$ cat src/nvmc_pkg.sv
package nvmc_pkg;

    // ==========================================================
    // Register offsets (byte addresses)
    localparam logic [7:0] NVMC_OFF_CONTROL = 8'h00;
    localparam logic [7:0] NVMC_OFF_STATUS  = 8'h04;
    localparam logic [7:0] NVMC_OFF_CLEAR   = 8'h08;
    localparam logic [7:0] NVMC_OFF_ENABLE  = 8'h0c;

    // ==========================================================
    // Control register field positions
    localparam int NVMC_BIT_MEM_SEL   = 7;
    localparam int NVMC_BIT_CFG_SEL   = 6;
    localparam int NVMC_BIT_ROW_ERASE = 4;
    localparam int NVMC_BIT_ERR       = 3;
    localparam int NVMC_BIT_GATE      = 2;
    localparam int NVMC_BIT_WR        = 1;
    localparam int NVMC_BIT_RD        = 0;

    // Interrupt status / clear / enable layout
    localparam int NVMC_IRQ_DONE = 4;
    localparam int NVMC_IRQ_ERR  = 3;

    // ==========================================================
    // Reset values
    localparam logic [7:0] NVMC_CONTROL_RST = 8'h00;
    localparam logic [7:0] NVMC_IRQ_RST     = 8'h00;

    // ==========================================================
    // Timing
    localparam int NVMC_CLK_PERIOD_NS = 8;
    localparam int NVMC_CYCLE_TIME_NS = 2000000;
    localparam int NVMC_CYCLE_CLKS    = NVMC_CYCLE_TIME_NS
                                        / NVMC_CLK_PERIOD_NS;
    localparam int NVMC_CNT_W         = 18;

    typedef enum logic {
        NVMC_IDLE,
        NVMC_PROG
    } nvmc_state_t;

endpackage : nvmc_pkg

$ cat src/nvmc_control.sv
// Summary of operation
// Error flag bit 3 sets on aborted cycle or improper write attempt.
// Error flag reads 0 after a normally completed cycle.
// Erase/write cycles start only while the write gate bit is 1.
// Setting the cycle bit starts EEPROM, row erase or flash write cycle.
// Cycle is timed internally; hardware clears cycle bit when done.
// Software may only set the cycle bit; writing 0 does nothing.
// On error the memory and config select bits stay unchanged; the code keeps them on abort only, an improper write loads them.
// Read bit launches one-cycle EEPROM read, self-clears, ignored for flash.
// Row-erase bit selects erase; completion of erase clears it.
// Completion sets the cycle-done interrupt flag bit 4.
// Memory select 1 is flash, 0 EEPROM; gate clears at power-up.
//
// Chosen here: the register offsets and register access over AHB-Lite.
`timescale 1ns/1ps
`default_nettype none

module nvmc_control
    import nvmc_pkg::*;
#(
    parameter int CYCLE_CLKS = NVMC_CYCLE_CLKS
) (
    input  wire logic        clk,
    input  wire logic        rst,
    input  wire logic        hsel,
    input  wire logic [31:0] haddr,
    input  wire logic [1:0]  htrans,
    input  wire logic        hwrite,
    input  wire logic [2:0]  hsize,
    input  wire logic [31:0] hwdata,
    input  wire logic        hready,
    output logic             hreadyout,
    output logic             hresp,
    output logic      [31:0] hrdata,
    input  wire logic        abort_req,
    output logic             nvm_start,
    output logic             nvm_busy,
    output logic             nvm_erase,
    output logic             nvm_space,
    output logic             nvm_cfg,
    output logic             nvm_read,
    output logic             irq
);

    // ==========================================================
    // Bus slave
    logic              dp_write;
    logic [7:0]        dp_addr;
    logic [7:0]        next_rdata;
    wire logic         take;
    wire logic         wr_ctrl;
    wire logic         wr_clear;
    wire logic         wr_enable;

    // Zero wait state; hsize unused, word access only
    assign hreadyout = 1'b1;
    assign hresp     = 1'b0;
    assign take      = hsel & htrans[1] & hready;
    assign wr_ctrl   = dp_write & (dp_addr == NVMC_OFF_CONTROL);
    assign wr_clear  = dp_write & (dp_addr == NVMC_OFF_CLEAR);
    assign wr_enable = dp_write & (dp_addr == NVMC_OFF_ENABLE);

    always_ff @(posedge clk) begin
        if (rst) begin
            dp_write <= 1'b0;
            dp_addr  <= 8'h00;
        end else begin
            dp_write <= take & hwrite;
            dp_addr  <= haddr[7:0];
        end
    end

    // ==========================================================
    // Control register fields
    nvmc_state_t          state;
    logic [NVMC_CNT_W-1:0] cnt;
    logic                 mem_sel;
    logic                 cfg_sel;
    logic                 row_erase;
    logic                 err;
    logic                 gate;
    logic                 rd;
    logic [7:0]           irq_stat;
    logic [7:0]           irq_en;
    logic [7:0]           next_irq_stat;
    logic                 next_err;
    wire logic            idle;
    wire logic            wr_bit;
    wire logic            wr_req;
    wire logic            start_ok;
    wire logic            improper;
    wire logic            abort;
    wire logic            done;
    wire logic            rd_req;
    wire logic [7:0]      ctrl_view;
    wire logic [7:0]      ev;

    assign idle     = (state == NVMC_IDLE);
    assign wr_bit   = ~idle;
    // Control writes during a cycle are dropped so the cycle sees
    // stable selects; a 0 in the cycle bit never stops it
    assign wr_req   = wr_ctrl & hwdata[NVMC_BIT_WR] & idle;
    // Gate is taken as it stood before this write: open it first
    assign start_ok = wr_req & gate;
    assign improper = wr_req & ~gate;
    assign abort    = abort_req & ~idle;
    // Abort wins over completion on the last count
    assign done     = ~idle & (cnt == '0) & ~abort_req;
    assign rd_req   = wr_ctrl & idle & hwdata[NVMC_BIT_RD]
                      & ~hwdata[NVMC_BIT_MEM_SEL];

    assign ctrl_view = {mem_sel, cfg_sel, 1'b0, row_erase,
                        err, gate, wr_bit, rd};

    // ==========================================================
    // Cycle sequencer
    always_ff @(posedge clk) begin
        if (rst) begin
            state <= NVMC_IDLE;
            cnt   <= '0;
        end else begin
            case (state)
                NVMC_IDLE: begin
                    if (start_ok) begin
                        state <= NVMC_PROG;
                        cnt   <= NVMC_CNT_W'(CYCLE_CLKS - 1);
                    end
                end
                NVMC_PROG: begin
                    if (abort || done) begin
                        state <= NVMC_IDLE;
                    end else begin
                        cnt <= cnt - 1'b1;
                    end
                end
                default: begin
                    state <= NVMC_IDLE;
                end
            endcase
        end
    end

    // Set wins over the completion clear
    always_comb begin
        next_err = err;
        if (improper || abort) begin
            next_err = 1'b1;
        end else if (done) begin
            next_err = 1'b0;
        end else if (wr_ctrl && idle) begin
            next_err = hwdata[NVMC_BIT_ERR];
        end
    end

    always_ff @(posedge clk) begin
        if (rst) begin
            mem_sel   <= NVMC_CONTROL_RST[NVMC_BIT_MEM_SEL];
            cfg_sel   <= NVMC_CONTROL_RST[NVMC_BIT_CFG_SEL];
            row_erase <= NVMC_CONTROL_RST[NVMC_BIT_ROW_ERASE];
            gate      <= NVMC_CONTROL_RST[NVMC_BIT_GATE];
            err       <= NVMC_CONTROL_RST[NVMC_BIT_ERR];
            rd        <= NVMC_CONTROL_RST[NVMC_BIT_RD];
        end else begin
            err <= next_err;
            rd  <= rd_req;
            // Abort leaves the selects alone for tracing
            if (wr_ctrl && idle) begin
                mem_sel   <= hwdata[NVMC_BIT_MEM_SEL];
                cfg_sel   <= hwdata[NVMC_BIT_CFG_SEL];
                row_erase <= hwdata[NVMC_BIT_ROW_ERASE];
                gate      <= hwdata[NVMC_BIT_GATE];
            end else if (done && row_erase) begin
                row_erase <= 1'b0;
            end
        end
    end

    // ==========================================================
    // Array side strobes
    always_ff @(posedge clk) begin
        if (rst) begin
            nvm_start <= 1'b0;
            nvm_read  <= 1'b0;
        end else begin
            nvm_start <= start_ok;
            nvm_read  <= rd_req;
        end
    end

    assign nvm_busy  = wr_bit;
    assign nvm_erase = row_erase & mem_sel;
    assign nvm_space = mem_sel;
    assign nvm_cfg   = cfg_sel;

    // ==========================================================
    // Interrupts
    assign ev = {3'b000, done, improper | abort, 3'b000};

    // Event in the same cycle as its clear is kept
    always_comb begin
        next_irq_stat = irq_stat;
        if (wr_clear) begin
            next_irq_stat = irq_stat & ~hwdata[7:0];
        end
        next_irq_stat = next_irq_stat | ev;
    end

    always_ff @(posedge clk) begin
        if (rst) begin
            irq_stat <= NVMC_IRQ_RST;
            irq_en   <= NVMC_IRQ_RST;
            irq      <= 1'b0;
        end else begin
            irq_stat <= next_irq_stat;
            // From next status, so irq moves on the same edge
            irq      <= |(next_irq_stat & irq_en);
            if (wr_enable) begin
                irq_en <= hwdata[7:0] & 8'h18;
            end
        end
    end

    // ==========================================================
    // Read path, sampled in the address phase
    assign next_rdata =
        (haddr[7:0] == NVMC_OFF_CONTROL) ? ctrl_view :
        (haddr[7:0] == NVMC_OFF_STATUS)  ? irq_stat  :
        (haddr[7:0] == NVMC_OFF_ENABLE)  ? irq_en    : 8'h00;

    always_ff @(posedge clk) begin
        if (rst) begin
            hrdata <= 32'h0000_0000;
        end else if (take && !hwrite) begin
            hrdata <= {24'h00_0000, next_rdata};
        end
    end
endmodule : nvmc_control

`default_nettype wire

$ cat config.mk
export PLATFORM = sky130hd
export DESIGN_NAME = nvmc_control
export DESIGN_NICKNAME = d
export VERILOG_FILES = /design/src/nvmc_pkg.sv /design/src/nvmc_control.sv
export SDC_FILE = /design/constraint.sdc
export NUM_CORES = 1
export LEC_CHECK = 0
export ABC_AREA = 1
export BUFFER_PORTS_ARGS = -buffer_cell sky130_fd_sc_hd__buf_4
export CAP_MARGIN = 25
export CORE_MARGIN = 2
export CORE_UTILIZATION = 49
export DETAILED_ROUTE_END_ITERATION = 8
export PLACE_DENSITY = 0.82
export SYNTH_ARGS = -nofsm -noshare
export SYNTH_HDL_FRONTEND = slang
export SYNTH_SLANG_ARGS = --single-unit
$ cat constraint.sdc
create_clock -name clk -period 2.1 [get_ports clk]
set_input_delay 0.105 -clock clk [delete_from_list [all_inputs] [get_ports clk]]
set_output_delay 0.105 -clock clk [all_outputs]
set_load 0.02 [all_outputs]
==> reports/qor.txt, run 1 <==
Post-DP HPWL: 4951 um
Clock Skew: 5.470 ps
Combinational power share: 0.078
Pwr Total: 2.062 mW
Final Hold Fails: 0
Initial Util: 0.5040
Pre-CTS setup slack: 310.2 ps
Core ar.: 0.005921 mm2
Sequential cell area fraction in the yosys report: 0.3623
Die area: 0.006731 mm2
Worst Path Required: 2350 ps
Leading cell type in the layout, fill and taps excluded: nand2_1
Share of cells above drive strength 1: 0.1983
Max-slew headroom: 0.6323
Skew-Pair Late Insertion Delay: 310 ps
Gr usage total: 0.2227
RSZ-0062 raised after global routing: no
Num CTS Buffers: 5
Max Cap Viol: 0
IO Port Bufs: 37
Yosys warns: 0
Total negative slack: 0 ps
CTS tree: built
GR Overflow Total: 0
CP Launch Type: register
I/O pin count: 116
Global placement routability congestion: 0.8948
Worst-Margin Slew: 549.6 ps
Worst-path fanout max: 12
Post-synth ARST share: 0
Synthesized area: 0.002984 mm2
Crit path time final: 1813 ps
Initial antenna violation count: 0
Routed wire length: 6870 um
Slew Limit Fails: 0
Cell Pwr Density: 608.7 mW/mm2
Vias in the first global route: 2,654
Synth Area per Inst: 6.876 um2
Setup crit end kind: register
Setup bufs post-CTS: 0
Synth unique cells: 33
Global-route wire length before repair: 11,760 um
H-Tree Depth: 2
Die X: 82.04 um
Avg WL per Cell: 12.51 um
Largest net degree at the start of global routing: 29
Reg clk slew, reported paths: 100 ps
Ys flop type: dfxtp_1
ANT cells: 0
P_leak: 1.695 nW
Clock sinks: 54
Row cnt: 28
Post-cts repair resize count: 0
Fin crit share: 0.8631
CTS root buf: clkbuf_8
Net Sw Frac: 0.2266
Critical setup path kind: reg2reg
Setup Viol. Count Final: 0
Commonest non-fill, non-tap cells in the layout: nand2_1, nor2_1, nand3_1
Max IR drop VDD: 0.4398 mV
Area delta synth->final: 13.50%
Drt pass-1 iters: 4
Via density per instance: 5.051
# DRC: 0
Setup slack after layout: 287.5 ps
Max clock buf depth: 2
Area of placed instances: 0.003234 mm2
Synth Instances: 434
Post-layout util: 0.5721
Register share of total power: 0.506
Initial drt markers: 150
Chip height: 82.04 um
Yosys reg bits: 54
Post-synth EDFFs: 0
Status: finished clean
Data arrival, critical path: 2070 ps
Design Area, Final: 0.003387 mm2
Internal power: 1.595 mW
Fmax: 551.7 MHz
Vias: 2,773
Final #Nets: 549
Sw power: 0.4671 mW
Final ANT Viol Nets: 0
Clock power frac: 0.416
Hold Path Class: in2reg
[final timing paths]
path                                start          to  slack [ps]  cells past startpoint
worst min-delay path             haddr[7]  dp_addr[7]           7                      3
worst min register to register  irq_en[4]         irq         470                      2
worst max-delay path               cnt[0]      cnt[1]         290                     10
worst max register to register     cnt[0]      cnt[1]         290                     10
[per-layer routing]
layer | part of all wire | track usage | wire length (um) | up-vias
li1 | - | - | - | 1404
met1 | 0.42 | 0.2673 | 2907 | 1269
met2 | 0.51 | 0.3967 | 3503 | 92
met3 | 0.058 | 0.04176 | 397 | 8
met4 | 0.0089 | 0.07500 | 61 | 0
met5 | 0 | 0 | 0 | -
[power by group through the flow]
stage          Combinational, mW  Clock, mW  Sequential, mW
3_5_place_dp               0.157          0            1.07
3_3_place_gp               0.155          0            1.07
4_1_cts                    0.159      0.865            1.04
6_report                   0.161      0.858            1.04
5_1_grt                    0.178      0.909            1.05
2_1_floorplan              0.130          0            1.07
[sequential cells by signal (all words and copies together), names as in the netlist]
name and count:
nvm_start 1, err 1, nvm_cfg 1, dp_addr 8
cnt 18, nvm_space 1, dp_write 1, gate 1
irq_stat 8, nvm_busy 1, irq_en 2, row_erase 1
irq 1, hrdata 8, nvm_read 1
[worst max-delay path: stages, from the launching register on]
cell and delay, ps:
dfxtp_1 350, inv_2 130, ha_1 210, nand2_2 110, nor2_4 180, nand3_2 100, nand3_2 90, nand2_4 130
inv_2 290, nor2_1 70, nor2_1 80
[layout make-up]
type                       count  area [um2]
clock buffer                   6       82.58
clock inverter                 2       60.06
fill                         545        2534
inverter                      55       206.4
multi-input combinational    312        1523
sequential                    54        1081
tap                           75       93.84
timing repair buffer          45       340.3
[Yosys cell counts (2+ instances only)]
cell type / n / area share
a21oi_1: 9 / 0.015
a21oi_2: 5 / 0.015
a31oi_1: 2 / 0.0042
buf_4: 27 / 0.068
buf_6: 3 / 0.011
clkbuf_1: 6 / 0.0075
clkinv_1: 2 / 0.0025
conb_1: 2 / 0.0025
dfxtp_1: 54 / 0.36
inv_1: 50 / 0.063
inv_2: 3 / 0.0038
nand2_1: 74 / 0.093
nand2_2: 7 / 0.015
nand3_1: 55 / 0.092
nand3_2: 3 / 0.010
nand4_1: 7 / 0.015
nor2_1: 68 / 0.086
nor2_2: 18 / 0.038
nor2_4: 2 / 0.0075
nor3_1: 4 / 0.0067
nor4_1: 2 / 0.0042
o211ai_1: 9 / 0.023
o21ai_0: 12 / 0.020
[per-stage QoR]
stage / cells / hold slack [ps]
floorplan: 458 / 183.5
global placement: 540 / 283.9
CTS: 549 / 11.47
global route: 549 / 9.146
detailed placement: 540 / 290.7
finish: 549 / 7.279
[what timing repair did]
item | 4_1_cts | 5_1_grt
endpoints found under the setup margin | 0 | 0
hold buffers | 1 | 0
endpoints found under the hold margin | 1 | 0
[logic make-up after synthesis]
logic type	Yosys count	synth area share
flops	54	0.3623
other cells	2	0.002517
buf+inv	92	0.1576
fa+ha+maj	1	0.004192
simple gates	244	0.3853
compound gates	39	0.08218
xor+xnor	2	0.005871
No activity file was read; power rests on OpenSTA's default activity.
==> run 2: changes to the inputs <==
--- a/config.mk
+++ b/config.mk
@@ -7,8 +7,7 @@
 export LEC_CHECK = 0
 export ABC_AREA = 1
 export BUFFER_PORTS_ARGS = -buffer_cell sky130_fd_sc_hd__buf_4
-export CAP_MARGIN = 25
-export CORE_MARGIN = 2
+export CAP_MARGIN = 20
 export CORE_UTILIZATION = 49
 export DETAILED_ROUTE_END_ITERATION = 8
 export PLACE_DENSITY = 0.82
==> reports/qor.txt, run 2 (synthesis results as in run 1) <==
Critical register-to-register path endpoint: cnt[1]
Gr usage total: 0.2326
Chip height: 80.04 um
Via density per instance: 5.096
ANT cells: 0
Die X: 80.04 um
Hold Path Origin: haddr[7]
Slew Limit Fails: 0
Skew-Pair Late Insertion Delay: 320 ps
Final non-filler cell total: 552
Setup slack after layout: 294.9 ps
# DRC: 0
CTS root buf: clkbuf_8
Hold path depth: 3
Setup bufs post-CTS: 0
Max Cap Viol: 0
Global placement routability congestion: 0.8684
Initial antenna violation count: 0
Worst-Margin Slew: 564.6 ps
Commonest non-fill, non-tap cells in the layout: nand2_1, nor2_1, nand3_1
Post-cts repair resize count: 0
Max-slew headroom: 0.6222
Worst-path fanout max: 12
RSZ-0062 raised after global routing: no
GR Overflow Total: 0
Status: finished clean
CP Launch Type: register
Avg WL per Cell: 12.15 um
Critical setup path kind: reg2reg
R2r worst-path depth: 10
Final Hold Fails: 0
Pwr Total: 1.932 mW
Fmax: 554.0 MHz
H-Tree Depth: 2
Setup Viol. Count Final: 0
Worst hold endpoint: dp_addr[7]
Vias: 2,813
Hold_ws: 14.93 ps
Worst Path Required: 2360 ps
P_leak: 1.695 nW
Reg2reg start: cnt[0]
Drt pass-1 iters: 4
Post-DP HPWL: 4894 um
Setup crit end kind: register
I/O pin count: 116
Fin crit share: 0.8596
Data arrival, critical path: 2060 ps
Initial Util: 0.5070
Max clock buf depth: 2
Worst R2R Setup Slack: 290 ps
Cell Pwr Density: 570.7 mW/mm2
CTS tree: built
Global-route wire length before repair: 11,720 um
Crit path time final: 1805 ps
Top reg by flops: cnt
IO Port Bufs: 37
Core ar.: 0.005886 mm2
Vias in the first global route: 2,689
Clock sinks: 54
Leading cell type in the layout, fill and taps excluded: nand2_1
Area delta synth->final: 13.42%
Routed wire length: 6706 um
Max IR drop VDD: 0.4739 mV
Num CTS Buffers: 5
Hold Path Class: in2reg
Largest net degree at the start of global routing: 21
Pre-CTS setup slack: 321.5 ps
Final ANT Viol Nets: 0
Max FFs per register: 18
Final #Nets: 552
Share of cells above drive strength 1: 0.1992
Inst Count DP: 541
Total negative slack: 0 ps
Reg clk slew, reported paths: 100 ps
Row cnt: 28
Die area: 0.006406 mm2
Clock Skew: 7.221 ps
Initial drt markers: 204
-- run 2: timing repair --
item | in CTS | in global routing
hold buffers | 3 | 0
endpoints found under the setup margin | 0 | 0
hold endpoints to repair | 3 | 0
-- run 2: worst max-delay path by stage --
stage | startpoint | end | slack, ps
after CTS | cnt[0] | cnt[1] | 300
after floorplan | cnt[0] | cnt[3] | 540
after global placement | cnt[0] | cnt[1] | 370
after detailed placement | cnt[0] | cnt[16] | 320
after global routing | cnt[0] | cnt[1] | 90
final | cnt[0] | cnt[1] | 290
-- run 2: metrics by stage --
stage / instance area [um2] / util
after floorplan: 3074 / -
after global placement: 3242 / 0.5508
after detailed placement: 3242 / 0.5508
after CTS: 3385 / 0.5750
after global routing: 3385 / 0.5750
final: 3385 / 0.5750
-- run 2: cell type report --
class	count	area, um2
Clock buffer	5	68.82
Fill cell	562	2501
Clock inverter	3	43.79
Multi-Input combinational cell	312	1523
Tap cell	75	93.84
Timing Repair Buffer	48	367.9
Sequential cell	54	1081
Inverter	55	206.4
-- run 2: critical path: stages (launching register included) --
cell and delay [ps]:
dfxtp_1 370, inv_2 140, ha_1 210, nand2_2 110, nor2_4 170, nand3_2 90
nand3_2 90, nand2_4 130, inv_2 290, nor2_1 70, nor2_1 80
-- run 2: routing by layer --
metal	track usage	share of wire	vias up
li1	-	-	1410
met1	0.2751	0.43	1303
met2	0.4179	0.51	91
met3	0.03429	0.045	9
met4	0.09286	0.013	0
met5	0	0	-
-- run 2: where the power goes --
part           switching [mW]  leakage [nW]  total, mW  internal [mW]
Combinational           0.112          1.20      0.165         0.0530
Sequential            0.00597         0.438       1.04           1.04
Clock                   0.366        0.0585      0.724          0.358
Total                   0.484          1.70       1.93           1.45
